==> src/rtl/dpi_host_if_defs.vh <==
/*
 Constants of the dual-port I2C host interface: address fields, strap
 codes and timing counts. Assumes the includer uses them as plain text.
*/
`ifndef DPI_HOST_IF_DEFS_VH
`define DPI_HOST_IF_DEFS_VH

// Core clock rate
`define DPI_CLK_MHZ 20
// First interface address, bits 7..4 of the byte
`define DPI_P1_ADDR_HI 4'h4
// Strap code prefixes per connector
`define DPI_CONN_ONE_PFX 1'b0
`define DPI_CONN_TWO_PFX 1'b1
// Second interface fixed addresses, bits 7..1 of the byte
`define DPI_P2_ADDR_ONE 7'h38
`define DPI_P2_ADDR_TWO 7'h3F
// Bit count at the end of a byte
`define DPI_BYTE_BITS 4'h8
// Controller bit index of the last frame bit
`define DPI_LAST_BIT 5'h11
// Controller quarter bit time, least time, rounded up
`define DPI_QTR_NS 2500
`define DPI_QTR_CYC ((`DPI_QTR_NS * `DPI_CLK_MHZ + 999) / 1000)

`endif

==> src/rtl/dpi_host_if_x.v <==
`timescale 1ns/1ps

==> src/rtl/dpi_host_if.v <==
/*
 Dual-port I2C host interface: two target ports with two addresses each
 and a maskable interrupt pin, plus a controller-only third port; the
 first port may be switched to controller. Assumes open-drain pads with
 pull-ups outside, pins asynchronous to clock, core logic on clock.
*/
// Summary of operation
// - targets run Standard and Fast open-drain I2C
// - first port target by default, controller optional
// - second port is target only
// - third port is controller only
// - per-port interrupt mask, independent of other
// - start is data fall with clock high
// - address byte MSB first, direction last
// - matching address acknowledged on ninth clock
// - data change with clock high is start/stop
// - stop is data rise with clock high
// - any byte count, one ack per byte
// - transmitter releases data before ack slot
// - target receiver acknowledges every byte
// - after NACK target releases data line
// - target stretches clock until core ready
// - each target answers two connector addresses
// - addresses set before targets respond
// - first interface address 0100 plus strap code
// - second interface connector-one address fixed 0111000
// - every address bit maskable per connector
// - strap codes 0xx connector one, 1xx two
// - second interface routes by connector address
`timescale 1ns/1ps
`include "dpi_host_if_defs.vh"

////////////////////////////////////////////////////////////////////////
module dpi_i2c_target (
	input wire clock,
	input wire arst_n,
	input wire enable,
	input wire [6:0] addr_one,
	input wire [6:0] addr_two,
	input wire scl_in,
	input wire sda_in,
	output reg scl_oe_n_q,
	output reg sda_oe_n_q,
	output reg [7:0] rx_data_q,
	output reg rx_valid_q,
	output reg conn_q,
	output reg rw_q,
	input wire rx_ready,
	input wire [7:0] tx_data,
	input wire tx_valid,
	output reg tx_take_q,
	output reg busy_q,
	input wire [3:0] evt,
	input wire [3:0] evt_clr,
	input wire [3:0] evt_mask,
	output reg [3:0] pend_q,
	output reg irq_oe_n_q
);
	localparam ST_IDLE = 3'h0;
	localparam ST_ADDR = 3'h1;
	localparam ST_AACK = 3'h2;
	localparam ST_RX = 3'h3;
	localparam ST_RACK = 3'h4;
	localparam ST_TX = 3'h5;
	localparam ST_TACK = 3'h6;
	localparam ST_IGN = 3'h7;
	reg [2:0] scl_s;
	reg [2:0] sda_s;
	reg [2:0] st_q;
	reg [3:0] cnt_q;
	reg [7:0] sh_q;
	reg hold_q;
	reg ack_q;
	reg rel_q;
	wire scl_rise = scl_s[1] & ~scl_s[2];
	wire scl_fall = ~scl_s[1] & scl_s[2];
	wire start_c = scl_s[1] & scl_s[2] & sda_s[2] & ~sda_s[1];
	wire stop_c = scl_s[1] & scl_s[2] & ~sda_s[2] & sda_s[1];
	wire go = scl_fall | hold_q;
	wire hit_one = (sh_q[7:1] == addr_one);
	wire hit_two = (sh_q[7:1] == addr_two);
	wire want_tx = (st_q == ST_AACK) ? rw_q : ack_q;

	always @(posedge clock or negedge arst_n) begin
		if (!arst_n) begin
			scl_s <= 3'h7;
			sda_s <= 3'h7;
			st_q <= ST_IDLE;
			cnt_q <= 4'h0;
			sh_q <= 8'h00;
			hold_q <= 1'b0;
			ack_q <= 1'b0;
			rel_q <= 1'b0;
			scl_oe_n_q <= 1'b1;
			sda_oe_n_q <= 1'b1;
			rx_data_q <= 8'h00;
			rx_valid_q <= 1'b0;
			conn_q <= 1'b0;
			rw_q <= 1'b0;
			tx_take_q <= 1'b0;
			busy_q <= 1'b0;
			pend_q <= 4'h0;
			irq_oe_n_q <= 1'b1;
		end else begin
			scl_s <= {scl_s[1:0], scl_in};
			sda_s <= {sda_s[1:0], sda_in};
			rx_valid_q <= 1'b0;
			tx_take_q <= 1'b0;
			// Clock let go one cycle after data settles
			rel_q <= 1'b0;
			if (rel_q)
				scl_oe_n_q <= 1'b1;
			busy_q <= (st_q != ST_IDLE);
			pend_q <= (pend_q & ~evt_clr) | evt;
			irq_oe_n_q <= ~|(pend_q & evt_mask);
			if (!enable || stop_c) begin
				st_q <= ST_IDLE;
				hold_q <= 1'b0;
				scl_oe_n_q <= 1'b1;
				sda_oe_n_q <= 1'b1;
			end else if (start_c) begin
				st_q <= ST_ADDR;
				cnt_q <= 4'h0;
				sda_oe_n_q <= 1'b1;
			end else begin
				if (scl_rise) begin
					cnt_q <= cnt_q + 4'h1;
					if (st_q == ST_ADDR || st_q == ST_RX)
						sh_q <= {sh_q[6:0], sda_s[1]};
					if (st_q == ST_TACK)
						ack_q <= ~sda_s[1];
				end
				if (go) begin
					case (st_q)
					ST_ADDR: if (cnt_q == `DPI_BYTE_BITS) begin
						if (hit_one || hit_two) begin
							sda_oe_n_q <= 1'b0;
							conn_q <= ~hit_one;
							rw_q <= sh_q[0];
							st_q <= ST_AACK;
						end else begin
							st_q <= ST_IGN;
						end
					end
					ST_AACK, ST_TACK: if (want_tx) begin
						if (tx_valid) begin
							sh_q <= {tx_data[6:0], 1'b0};
							sda_oe_n_q <= tx_data[7];
							tx_take_q <= 1'b1;
							cnt_q <= 4'h0;
							hold_q <= 1'b0;
							rel_q <= hold_q;
							st_q <= ST_TX;
						end else begin
							hold_q <= 1'b1;
							scl_oe_n_q <= 1'b0;
							sda_oe_n_q <= 1'b1;
						end
					end else if (st_q == ST_AACK) begin
						sda_oe_n_q <= 1'b1;
						cnt_q <= 4'h0;
						st_q <= ST_RX;
					end else begin
						sda_oe_n_q <= 1'b1;
						st_q <= ST_IGN;
					end
					ST_RX: if (cnt_q == `DPI_BYTE_BITS) begin
						if (rx_ready) begin
							hold_q <= 1'b0;
							rel_q <= hold_q;
							sda_oe_n_q <= 1'b0;
							rx_data_q <= sh_q;
							rx_valid_q <= 1'b1;
							st_q <= ST_RACK;
						end else begin
							hold_q <= 1'b1;
							scl_oe_n_q <= 1'b0;
						end
					end
					ST_RACK: begin
						sda_oe_n_q <= 1'b1;
						cnt_q <= 4'h0;
						st_q <= ST_RX;
					end
					ST_TX: if (cnt_q == `DPI_BYTE_BITS) begin
						sda_oe_n_q <= 1'b1;
						st_q <= ST_TACK;
					end else begin
						sda_oe_n_q <= sh_q[7];
						sh_q <= {sh_q[6:0], 1'b0};
					end
					default: begin
					end
					endcase
				end
			end
		end
	end
endmodule

////////////////////////////////////////////////////////////////////////
module dpi_i2c_ctrl (
	input wire clock,
	input wire arst_n,
	input wire scl_in,
	input wire sda_in,
	output reg scl_oe_n_q,
	output reg sda_oe_n_q,
	input wire cmd_valid,
	input wire [6:0] cmd_addr,
	input wire cmd_rw,
	input wire [7:0] cmd_data,
	output reg busy_q,
	output reg done_q,
	output reg nack_q,
	output reg [7:0] rd_data_q
);
	localparam C_IDLE = 2'h0;
	localparam C_START = 2'h1;
	localparam C_BITS = 2'h2;
	localparam C_STOP = 2'h3;
	reg [1:0] scl_s;
	reg [1:0] sda_s;
	reg [1:0] cs_q;
	reg [1:0] ph_q;
	reg [6:0] q_q;
	reg [4:0] bit_q;
	reg [17:0] vec_q;
	reg [17:0] rxv_q;
	reg rw_q;
	wire tick = (q_q == `DPI_QTR_CYC - 1);
	wire run = (ph_q != 2'h1) | scl_s[1];

	always @(posedge clock or negedge arst_n) begin
		if (!arst_n) begin
			scl_s <= 2'h3;
			sda_s <= 2'h3;
			cs_q <= C_IDLE;
			ph_q <= 2'h0;
			q_q <= 7'h00;
			bit_q <= 5'h00;
			vec_q <= 18'h3FFFF;
			rxv_q <= 18'h00000;
			rw_q <= 1'b0;
			scl_oe_n_q <= 1'b1;
			sda_oe_n_q <= 1'b1;
			busy_q <= 1'b0;
			done_q <= 1'b0;
			nack_q <= 1'b0;
			rd_data_q <= 8'h00;
		end else begin
			scl_s <= {scl_s[0], scl_in};
			sda_s <= {sda_s[0], sda_in};
			done_q <= 1'b0;
			if (cs_q == C_IDLE) begin
				q_q <= 7'h00;
				ph_q <= 2'h0;
				if (cmd_valid) begin
					cs_q <= C_START;
					busy_q <= 1'b1;
					rw_q <= cmd_rw;
					sda_oe_n_q <= 1'b0;
					vec_q <= {cmd_addr, cmd_rw, 1'b1, cmd_rw ? 8'hFF : cmd_data, 1'b1};
				end
			end else if (run) begin
				q_q <= tick ? 7'h00 : q_q + 7'h01;
				if (tick) begin
					ph_q <= ph_q + 2'h1;
					case (cs_q)
					C_START: if (ph_q == 2'h1) begin
						scl_oe_n_q <= 1'b0;
						sda_oe_n_q <= vec_q[17];
						bit_q <= 5'h00;
						ph_q <= 2'h0;
						cs_q <= C_BITS;
					end
					C_BITS: case (ph_q)
					2'h0: scl_oe_n_q <= 1'b1;
					2'h1: rxv_q <= {rxv_q[16:0], sda_s[1]};
					2'h2: scl_oe_n_q <= 1'b0;
					default: if (bit_q == `DPI_LAST_BIT) begin
						cs_q <= C_STOP;
						sda_oe_n_q <= 1'b0;
					end else begin
						bit_q <= bit_q + 5'h01;
						vec_q <= {vec_q[16:0], 1'b1};
						sda_oe_n_q <= vec_q[16];
					end
					endcase
					default: case (ph_q)
					2'h0: scl_oe_n_q <= 1'b1;
					2'h1: sda_oe_n_q <= 1'b1;
					default: begin
						cs_q <= C_IDLE;
						busy_q <= 1'b0;
						done_q <= 1'b1;
						nack_q <= rxv_q[9] | (~rw_q & rxv_q[0]);
						rd_data_q <= rxv_q[8:1];
					end
					endcase
					endcase
				end
			end
		end
	end
endmodule

////////////////////////////////////////////////////////////////////////
module dpi_host_if (
	input wire clock,
	input wire arst_n,
	input wire boot_done,
	input wire p1_ctrl_mode,
	input wire [1:0] address_strap_analog_in,
	input wire [6:0] p1_ovr_one,
	input wire [6:0] p1_ovr_two,
	input wire [6:0] p1_mask_one,
	input wire [6:0] p1_mask_two,
	input wire [6:0] p2_ovr_one,
	input wire [6:0] p2_ovr_two,
	input wire [6:0] p2_mask_one,
	input wire [6:0] p2_mask_two,
	input wire p1_scl_in,
	output wire p1_scl_out,
	output reg p1_scl_oe_n_q,
	input wire p1_sda_in,
	output wire p1_sda_out,
	output reg p1_sda_oe_n_q,
	output wire first_port_irq_out,
	output wire first_port_irq_out_oe_n,
	input wire p2_scl_in,
	output wire p2_scl_out,
	output wire p2_scl_oe_n,
	input wire p2_sda_in,
	output wire p2_sda_out,
	output wire p2_sda_oe_n,
	output wire second_port_irq_out,
	output wire second_port_irq_out_oe_n,
	input wire p3_scl_in,
	output wire p3_scl_out,
	output wire p3_scl_oe_n,
	input wire p3_sda_in,
	output wire p3_sda_out,
	output wire p3_sda_oe_n,
	input wire third_port_irq_in,
	output reg p3_irq_seen_q,
	output wire [7:0] p1_rx_data,
	output wire p1_rx_valid,
	output wire p1_conn,
	output wire p1_rw,
	input wire p1_rx_ready,
	input wire [7:0] p1_tx_data,
	input wire p1_tx_valid,
	output wire p1_tx_take,
	output wire p1_busy,
	input wire [3:0] p1_evt,
	input wire [3:0] p1_evt_clr,
	input wire [3:0] p1_evt_mask,
	output wire [3:0] p1_pend,
	output wire [7:0] p2_rx_data,
	output wire p2_rx_valid,
	output wire p2_conn,
	output wire p2_rw,
	input wire p2_rx_ready,
	input wire [7:0] p2_tx_data,
	input wire p2_tx_valid,
	output wire p2_tx_take,
	output wire p2_busy,
	input wire [3:0] p2_evt,
	input wire [3:0] p2_evt_clr,
	input wire [3:0] p2_evt_mask,
	output wire [3:0] p2_pend,
	input wire c1_cmd_valid,
	input wire [6:0] c1_cmd_addr,
	input wire c1_cmd_rw,
	input wire [7:0] c1_cmd_data,
	output wire c1_busy,
	output wire c1_done,
	output wire c1_nack,
	output wire [7:0] c1_rd_data,
	input wire c3_cmd_valid,
	input wire [6:0] c3_cmd_addr,
	input wire c3_cmd_rw,
	input wire [7:0] c3_cmd_data,
	output wire c3_busy,
	output wire c3_done,
	output wire c3_nack,
	output wire [7:0] c3_rd_data
);
	reg [1:0] strap_s1_q;
	reg [1:0] strap_s2_q;
	reg [1:0] irq3_s_q;
	reg [2:0] strap_addr_code_conn_one;
	reg [2:0] strap_addr_code_conn_two;
	reg armed_q;
	reg p1_mode_q;
	wire t1_scl_oe_n;
	wire t1_sda_oe_n;
	wire k1_scl_oe_n;
	wire k1_sda_oe_n;

	function [6:0] dpi_addr;
		input [6:0] dflt;
		input [6:0] ovr;
		input [6:0] msk;
		dpi_addr = (dflt & ~msk) | (ovr & msk);
	endfunction

	assign p1_scl_out = 1'b0;
	assign p1_sda_out = 1'b0;
	assign p2_scl_out = 1'b0;
	assign p2_sda_out = 1'b0;
	assign p3_scl_out = 1'b0;
	assign p3_sda_out = 1'b0;
	assign first_port_irq_out = 1'b0;
	assign second_port_irq_out = 1'b0;

	////////////////////////////////////////////////////////////////////
	// Boot capture of strap code and port one role
	always @(posedge clock or negedge arst_n) begin
		if (!arst_n) begin
			strap_s1_q <= 2'h0;
			strap_s2_q <= 2'h0;
			irq3_s_q <= 2'h3;
			p3_irq_seen_q <= 1'b0;
			strap_addr_code_conn_one <= 3'h0;
			strap_addr_code_conn_two <= 3'h4;
			armed_q <= 1'b0;
			p1_mode_q <= 1'b0;
			p1_scl_oe_n_q <= 1'b1;
			p1_sda_oe_n_q <= 1'b1;
		end else begin
			strap_s1_q <= address_strap_analog_in;
			strap_s2_q <= strap_s1_q;
			irq3_s_q <= {irq3_s_q[0], third_port_irq_in};
			p3_irq_seen_q <= ~irq3_s_q[1];
			if (!boot_done) begin
				armed_q <= 1'b0;
			end else if (!armed_q) begin
				strap_addr_code_conn_one <= {`DPI_CONN_ONE_PFX, strap_s2_q};
				strap_addr_code_conn_two <= {`DPI_CONN_TWO_PFX, strap_s2_q};
				p1_mode_q <= p1_ctrl_mode;
				armed_q <= 1'b1;
			end
			p1_scl_oe_n_q <= p1_mode_q ? k1_scl_oe_n : t1_scl_oe_n;
			p1_sda_oe_n_q <= p1_mode_q ? k1_sda_oe_n : t1_sda_oe_n;
		end
	end

	////////////////////////////////////////////////////////////////////
	// First interface, target role
	dpi_i2c_target u_t1 (
		.clock(clock),
		.arst_n(arst_n),
		.enable(armed_q & ~p1_mode_q),
		.addr_one(dpi_addr({`DPI_P1_ADDR_HI, strap_addr_code_conn_one},
			p1_ovr_one, p1_mask_one)),
		.addr_two(dpi_addr({`DPI_P1_ADDR_HI, strap_addr_code_conn_two},
			p1_ovr_two, p1_mask_two)),
		.scl_in(p1_scl_in),
		.sda_in(p1_sda_in),
		.scl_oe_n_q(t1_scl_oe_n),
		.sda_oe_n_q(t1_sda_oe_n),
		.rx_data_q(p1_rx_data),
		.rx_valid_q(p1_rx_valid),
		.conn_q(p1_conn),
		.rw_q(p1_rw),
		.rx_ready(p1_rx_ready),
		.tx_data(p1_tx_data),
		.tx_valid(p1_tx_valid),
		.tx_take_q(p1_tx_take),
		.busy_q(p1_busy),
		.evt(p1_evt),
		.evt_clr(p1_evt_clr),
		.evt_mask(p1_evt_mask),
		.pend_q(p1_pend),
		.irq_oe_n_q(first_port_irq_out_oe_n)
	);

	// First interface, controller role
	dpi_i2c_ctrl u_c1 (
		.clock(clock),
		.arst_n(arst_n),
		.scl_in(p1_scl_in),
		.sda_in(p1_sda_in),
		.scl_oe_n_q(k1_scl_oe_n),
		.sda_oe_n_q(k1_sda_oe_n),
		.cmd_valid(c1_cmd_valid & p1_mode_q & armed_q),
		.cmd_addr(c1_cmd_addr),
		.cmd_rw(c1_cmd_rw),
		.cmd_data(c1_cmd_data),
		.busy_q(c1_busy),
		.done_q(c1_done),
		.nack_q(c1_nack),
		.rd_data_q(c1_rd_data)
	);

	////////////////////////////////////////////////////////////////////
	// Second interface, target only
	dpi_i2c_target u_t2 (
		.clock(clock),
		.arst_n(arst_n),
		.enable(armed_q),
		.addr_one(dpi_addr(`DPI_P2_ADDR_ONE, p2_ovr_one, p2_mask_one)),
		.addr_two(dpi_addr(`DPI_P2_ADDR_TWO, p2_ovr_two, p2_mask_two)),
		.scl_in(p2_scl_in),
		.sda_in(p2_sda_in),
		.scl_oe_n_q(p2_scl_oe_n),
		.sda_oe_n_q(p2_sda_oe_n),
		.rx_data_q(p2_rx_data),
		.rx_valid_q(p2_rx_valid),
		.conn_q(p2_conn),
		.rw_q(p2_rw),
		.rx_ready(p2_rx_ready),
		.tx_data(p2_tx_data),
		.tx_valid(p2_tx_valid),
		.tx_take_q(p2_tx_take),
		.busy_q(p2_busy),
		.evt(p2_evt),
		.evt_clr(p2_evt_clr),
		.evt_mask(p2_evt_mask),
		.pend_q(p2_pend),
		.irq_oe_n_q(second_port_irq_out_oe_n)
	);

	////////////////////////////////////////////////////////////////////
	// Third interface, controller only
	dpi_i2c_ctrl u_c3 (
		.clock(clock),
		.arst_n(arst_n),
		.scl_in(p3_scl_in),
		.sda_in(p3_sda_in),
		.scl_oe_n_q(p3_scl_oe_n),
		.sda_oe_n_q(p3_sda_oe_n),
		.cmd_valid(c3_cmd_valid),
		.cmd_addr(c3_cmd_addr),
		.cmd_rw(c3_cmd_rw),
		.cmd_data(c3_cmd_data),
		.busy_q(c3_busy),
		.done_q(c3_done),
		.nack_q(c3_nack),
		.rd_data_q(c3_rd_data)
	);
endmodule

==> config.mk <==
export PLATFORM = sky130hd
export DESIGN_NAME = dpi_host_if
export DESIGN_NICKNAME = d
export VERILOG_FILES = /design/src/rtl/dpi_host_if_x.v /design/src/rtl/dpi_host_if.v
export VERILOG_INCLUDE_DIRS = /design/src /design/src/rtl
export SDC_FILE = /design/constraint.sdc
export NUM_CORES = 1
export LEC_CHECK = 0
export BUFFER_PORTS_ARGS = -buffer_cell sky130_fd_sc_hd__buf_2
export CELL_PAD_IN_SITES_DETAIL_PLACEMENT = 0
export CELL_PAD_IN_SITES_GLOBAL_PLACEMENT = 1
export CORE_MARGIN = 2
export CORE_UTILIZATION = 40
export CTS_CLUSTER_SIZE = 25
export DETAILED_ROUTE_END_ITERATION = 6
export PLACE_DENSITY_LB_ADDON = 0.1
export SYNTH_ARGS = -nofsm -noshare
export SYNTH_HDL_FRONTEND = slang
export SYNTH_SLANG_ARGS = --single-unit
==> constraint.sdc <==
create_clock -name clock -period 2.35 [get_ports clock]
set_input_delay 0.47 -clock clock [delete_from_list [all_inputs] [get_ports clock]]
set_output_delay 0.47 -clock clock [all_outputs]
set_load 0.03 [all_outputs]
# Word-level counts from Yosys, hierarchy flattened
# Index checks and enable logic that the tools add are counted.
# classes
addsub,8
n_reduce_logical,81
n_eq_ne,76
n_bitwise,72
muxes,259
# ops
cell,n
two-way mux 18 bit,14
two-way mux 1 bit,135
two-way mux 8 bit,14
AND reduction 6 bit,12
two-way mux 3 bit,22
two-way mux 2 bit,26
two-way mux 4 bit,12
two-way mux 7 bit,6
AND reduction 7 bit,6
AND reduction 5 bit,8
"inequality test 4 x 2 -> 1 bit, second input constant",8
case mux 8 bit (2 select lines),2
two-way mux 5 bit,6
case mux 3 bit (5 select lines),2
nonzero test 3 bit,10
bitwise AND 7 bit,4
== test 7 bit,4
"inequality test 2 x 1 -> 1 bit, second input constant",13
NOT 1 bit,25
case mux 1 bit (2 select lines),12
case mux 5 bit (2 select lines),2
nonzero test 2 bit,10
bitwise AND 1 bit,19
"== test 3 bit, second input constant",6
other kinds (37),118
# word_totals
elab_cells,571
regBits,225

# Logic depth before layout (Yosys ltp)
# Gate-level depths: netlist of run 1.
# depth
depth_word,11
ltp_mapped,11

# Cells and area by module
# Synthesis of run 1 repeated with hierarchy kept, for this count alone.
# unflattened
cells_unflattened,1023
area_unflattened_um2,11010.6
# modules_own_cells
module,cells_per_inst,area_each_um2,seq_area_each_um2,n_inst
dpi_i2c_ctrl,261,2854.0,1555.2,2
dpi_i2c_target,221,2307.2,1112.3,2
dpi_host_if,59,688.2,330.3,1

# Worst setup path before layout of run 1
# Ideal clock, no wire load.
# synth_path
kind,flip-flop to flip-flop
startpoint,"reg, netlist name u_t1.scl_s[1]"
endpoint,reg u_c1.bit_q[2]
period_less_slack_ns,2.032
setup_ns,0.121
required_ns,2.229
stages_incl_launch_ff,8
arrival_time_ns,1.911
setup_slack_ns,0.318
path_cell_list,dfstp_2 -> clkbuf_1 -> or2_2 -> clkbuf_1 -> nand4b_1 -> or2_2 -> clkbuf_1 -> a22o_1
# synth_rtl
item,line,text
end signal: assignment,dpi_host_if.v:285,bit_q <= bit_q + 5'h01;
end: declaration,dpi_host_if.v:227,reg [4:0] bit_q;

# Worst setup path after layout of run 1
# layout_path
startpoint,reg u_t1.sda_s[1]
endpoint,reg u_t1.rx_data_q[4]
# layout_via
elab_chain_len,4
# layout_rtl
item,line,text
start: declaration,dpi_host_if.v:68,reg [2:0] sda_s;
start signal: assignment,dpi_host_if.v:106,"sda_s <= {sda_s[1:0], sda_in};"
bitwise AND 1 bit or NOT 1 bit (tied branches),"dpi_host_if.v:78, dpi_host_if.v:77",
logical OR 1 bit or bitwise AND 1 bit (tied branches),"dpi_host_if.v:116, dpi_host_if.v:77",
NOT 1 bit (no line),-,
AND reduction 6 bit (no line) *,-,
end signal: assignment,dpi_host_if.v:172,rx_data_q <= sh_q;
end: declaration,dpi_host_if.v:44,"output reg [7:0] rx_data_q,"
# Mark *: on every way between the ends. The rest lies on a longest branch, timed or not.
# A chain may end at the register's enable or synchronous reset.

==> metrics, run 1 <==
outcome=finished, final reports clean; dominant cell by count in the synthesized netlist=dfrtp_1; Worst Tran Pin Value=642.9 ps; Seq/Total Area, Yosys=0.5187; reg2reg start=u_t1.sda_s[1]; clock latency at the later pin of the worst-skew pair=520 ps; share of post-route cells with drive strength above 1=0.3494; Final Cell Area=0.01323 mm2; number of global-route vias before repair=8,219; critical path type=register to register; Die ar.=0.02812 mm2; Netlist Area Pre-Place=0.01072 mm2; worst hold slack=41.74 ps; WL final=25,350 um; wire per inst=15.62 um; max-cap viol count=0; Cell Rows=59; reg2reg setup slack=160 ps; Peak supply drop=0.3994 mV; RSZ-0062 raised after global routing=no; Min-Delay Startpoint=p3_sda_in; Crit Path Max Fanout=9; Max Slew Vio Count=0; Synth cell types=78; number of fill cells=2,438; Initial Util=0.4090; nets@finish=1,435; Max Fclk=0.4575 GHz; clock-pin slew on the worst setup and hold paths=60 ps; die height=167.7 um; CTS Buf Count=26; EDFF count, synth=0; PD cells=637.2 mW/mm2; core area=0.02621 mm2; I/O pin count=220; static leakage=0.006307 uW; Post-route DRC=0; via total after detailed routing=8,331; via/cell ratio=5.133; routability cong.=0.8542; Max transition margin=0.5685; drt initial violations=450; cell area after placement=0.01238 mm2; synth-to-layout area growth=23.42%; TritonCTS clock tree=done; Total Power=8429 uW; top cell type's share of synthesized area=0.3619; Fin Setup TNS=0 ps; CP Capture Point=u_t1.rx_data_q[4]; post-CTS setup buffer count=0; dpl hpwl=18,430 um; CP arrival=2590 ps; number of H-tree levels=1; clk sinks=219; reg2reg end=u_t1.rx_data_q[4]; Die X=167.7 um; Final Cycle Share=0.9301; maximum number of pins on one net before global-route repair=66; CTS root buf=clkbuf_16; Seq cells post-synth=219; main area contributors after synthesis=dfrtp_1 36%, dfstp_2 16%, mux2_2 5.8%; YS warnings=0; GRT Util Overall=0.1807; CP Launch Point=u_t1.sda_s[1]; min setup slack post-route=164.3 ps; IO buf count=211; DRT Pass-1 Iters=5; post-route ant nets=0; Worst EP required=2750 ps; Max Root-Sink Buffers=3; min Tclk post-route=2186 ps; Primary FF master, synth=dfrtp_1; first-pass GRT wire length=42,280 um; Synth Instances=1,024; ant diodes=0; Final Hold Viols=0; Worst setup EP type=register; setup violators final=0; ys async rst share=1.000; area leader, netlist=dfrtp_1; Placement Setup Slack=135.8 ps; initial antenna violation count=0; Worst Reg-to-Reg Cells=6; grt ovf=0; Layout Skew=7.661 ps; Synth top cells by count=155 x dfrtp_1, 128 x nand2_1, 64 x dfstp_2; Hold Crit Class=input pin to register; startpoint types=register; syn avg cell area=10.47 um2
[worst min-delay path by stage]
stage,to,slack (ps),depth (start not counted)
2_1_floorplan,armed_q,170,0
3_3_place_gp,u_c3.scl_s[1],350,0
3_5_place_dp,strap_s2_q[0],340,0
4_1_cts,u_c3.scl_s[0],10,1
5_1_grt,u_c3.sda_s[0],20,1
6_report,u_c3.sda_s[0],40,1
[cell usage in the layout (no fill, tap or decap), drive strengths merged, types with 21 or more instances in the layout]
cell type,n
dfrtp,155
dfstp,64
nand2,128
inv,50
mux2,56
clkbuf,44
mux2i,30
o21ai,71
nand3,23
buf,255
nand2b,22
nor2,60
nor2b,21
nor3,26
a21oi,47
[through the flow]
step / cells / utilization
final: 1623 / 0.5048
after global routing: 1623 / 0.5048
after CTS: 1623 / 0.5046
after detailed placement: 1574 / 0.4724
after global placement: 1574 / 0.4724
after floorplan: 1031 / -
[critical path, stage by stage, from the launching register on]
cell,delay [ps]
dfstp_2,590
nor2b_1,80
nor2b_1,140
o21a_2,240
nand2_1,150
nor3_4,470
mux2_2,390
[per-layer routing]
| metal | global-route usage | routed length (um) | up-vias |
|---|---|---|---|
| li1 | - | - | 4116 |
| met1 | 0.2573 | 11960 | 3938 |
| met2 | 0.2863 | 11310 | 248 |
| met3 | 0.03545 | 1662 | 29 |
| met4 | 0.04121 | 419 | 0 |
| met5 | 0 | 0 | - |
[timing repair]
action                                 in CTS  in global routing
gates resized for setup                     0                  2
setup endpoints to repair                   0                  5
hold buffers                                1                  0
endpoints found under the hold margin      46                  0
[kinds of logic after synthesis]
| family | after synthesis | synth area share |
|---|---|---|
| mux | 86 | 0.08684 |
| simple gates | 348 | 0.1635 |
| buf+inv | 97 | 0.04109 |
| fa+ha+maj | 20 | 0.02335 |
| xor+xnor | 34 | 0.02778 |
| flops | 219 | 0.5187 |
| compound gates | 219 | 0.1383 |
| other cells | 1 | 0.0003498 |
[state kept, by name, summed over array words and instances, names as in the netlist, 3 cells and up]
| signal | flops |
|---|---|
| u_c1.vec_q | 17 |
| u_c3.vec_q | 17 |
| u_c1.rxv_q | 10 |
| u_c3.rxv_q | 10 |
| u_c1.rd_data_q | 8 |
| u_c3.rd_data_q | 8 |
| u_t1.rx_data_q | 8 |
| u_t1.sh_q | 8 |
| u_t2.rx_data_q | 8 |
| u_t2.sh_q | 8 |
| u_c1.q_q | 7 |
| u_c3.q_q | 7 |
| u_c1.bit_q | 5 |
| u_c3.bit_q | 5 |
| u_t1.cnt_q | 4 |
| u_t1.pend_q | 4 |
| u_t2.cnt_q | 4 |
| u_t2.pend_q | 4 |
| u_t1.st_q | 3 |
| u_t2.scl_s | 3 |
| u_t2.sda_s | 3 |
| u_t2.st_q | 3 |
[power by group]
group          internal [uW]  switching [uW]  total (uW)
sequential              3880            84.8        3960
clock                   2320            1540        3870
combinational            270             327         597
total                   6470            1960        8430
[area by class of cell]
| type | count | area (um2) | area share |
|---|---|---|---|
| Inverter | 50 | 187.7 | 0.01419 |
| Multi-Input combinational cell | 715 | 4757 | 0.3596 |
| Clock buffer | 44 | 809.5 | 0.06119 |
| Timing Repair Buffer | 256 | 1473 | 0.1113 |
| Tap cell | 335 | 419.2 | 0.03168 |
| Clock inverter | 4 | 22.52 | 0.001702 |
| Sequential cell | 219 | 5560 | 0.4203 |
No activity file was read; power rests on OpenSTA's default activity.
==> inputs of run 2 (changes only) <==
CORE_MARGIN = not set   (was 2)
CTS_BUF_LIST = sky130_fd_sc_hd__clkbuf_16   (was not set)
==> metrics, run 2 (synthesis gave the netlist of run 1 again) <==
Crit Path Max Fanout=9; failing checks=DRC; Worst Tran Pin Value=626.6 ps; IO buf count=211; min Tclk post-route=2115 ps; clk sinks=219; post-route ant nets=0; first-pass GRT wire length=41,150 um; static leakage=0.006312 uW; PD cells=637.8 mW/mm2; Hold Crit Class=input pin to register; Final Hold Viols=0; routability cong.=0.8696; GRT Util Overall=0.1792; most common cell after layout, fill and taps aside=buf_2; RSZ-0062 raised after global routing=no; placed insts=1,573; Post-route DRC=36; core area=0.02621 mm2; critical path type=register to register; Max Root-Sink Buffers=3; TritonCTS clock tree=done; Worst setup EP type=register; dpl hpwl=17,970 um; Fin Setup TNS=0 ps; reg2reg setup slack=230 ps; Slowest-stage cell, CP=dfstp_2; Max Fclk=0.4727 GHz; final std cells w/o fill=1,622; post-CTS setup buffer count=0; die height=165.7 um; Peak supply drop=0.3940 mV; WL final=24,560 um; Die X=165.7 um; Layout Skew=11.35 ps; CP arrival=2520 ps; number of global-route vias before repair=8,124; maximum number of pins on one net before global-route repair=64; CTS Buf Count=26; most frequent cells in the layout=210 x buf_2, 155 x dfrtp_1, 128 x nand2_1; I/O pin count=220; CP dominant cell by count=nor2b_1; via total after detailed routing=8,301; nets@finish=1,434; outcome=finished, violations left; wire per inst=15.14 um; fin util=0.5041; Total Power=8426 uW; synth-to-layout area growth=23.25%; Regs by FF count=u_c1.vec_q x17, u_c3.vec_q x17; Final Cycle Share=0.9001; Max Slew Vio Count=0; clock-pin slew on the worst setup and hold paths=60 ps; DRT Pass-1 Iters=7; CTS root buf=clkbuf_16; Max transition margin=0.5808; Cell Rows=59; clock latency at the later pin of the worst-skew pair=520 ps; Critical Path Max Stage Delay=600 ps; initial antenna violation count=0; ant diodes=0; Die ar.=0.02746 mm2; share of post-route cells with drive strength above 1=0.3497; drt initial violations=697; number of H-tree levels=1; startpoint types=register; max-cap viol count=0; Initial Util=0.4090; grt ovf=0; via/cell ratio=5.118; setup violators final=0; Worst EP required=2750 ps; critical-path cell list=nor2b_1 > nor2b_1 > o21a_2 > nand2_1 > nor3_4 > mux2_2
-- run 2: cell types whose count changed in the layout (fill, tap and decap cells not counted), sizes merged --
cell / previous run / this run
clkbuf: 44 / 27
clkinv: 3 / 13
inv: 50 / 54
bufinv: 0 / 2
buf: 255 / 254
clkinvlp: 1 / 2
-- run 2: power breakdown --
part | switching, uW | total (uW) | internal (uW)
combinational | 318 | 583 | 264
clock | 1570 | 3880 | 2300
sequential | 89.3 | 3970 | 3880
total | 1980 | 8430 | 6440
-- run 2: metal layers --
layer / global-route usage / wire [um] / up-vias
li1: - / - / 4112
met4: 0.04104 / 376 / 0
met5: 0 / 0 / -
met2: 0.2804 / 10820 / 250
met1: 0.2543 / 11680 / 3914
met3: 0.03871 / 1686 / 25
-- run 2: worst paths after layout --
check                               from           endpoint  depth (start not counted)
hold reg to reg            strap_s1_q[1]      strap_s2_q[1]                          0
hold / removal                 p1_sda_in      u_c1.sda_s[0]                          1
min in group asynchronous         arst_n       u_t1.st_q[1]                          2
max in group asynchronous         arst_n     u_c3.vec_q[15]                          3
setup / recovery           u_t1.sda_s[1]  u_t1.rx_data_q[1]                          6
setup reg to reg           u_t1.sda_s[1]  u_t1.rx_data_q[1]                          6
-- run 2: repair_timing --
item,CTS,global route
hold buffers,1,0
setup endpoints to repair,0,1
resized for setup,0,1
endpoints found under the hold margin,45,0
-- run 2: per-stage QoR --
step	worst slack [ps]	hold WS (ps)	area, um2
after global routing	19.86	17.71	13210
after floorplan	318.3	174.4	10750
after global placement	190.0	335.5	12360
after CTS	214.0	18.90	13210
after detailed placement	187.1	337.1	12360
final	234.7	46.45	13210
-- run 2: final cells by class --
type	count	area, um2
clock buffer	27	675.6
clock inverter	21	161.4
fill	2451	13000
inverter	50	187.7
multi-input combinational	715	4755
sequential	219	5560
tap	335	419.2
timing repair buffer	255	1453
-- run 2: worst max-delay path, delay by kind of cell (launching register included) --
kind             cells  cell delay (ps)
AND/OR/NAND/NOR      4              830
AO/OA/AOI/OAI        1              160
multiplexers         1              390
flip-flops           1              600
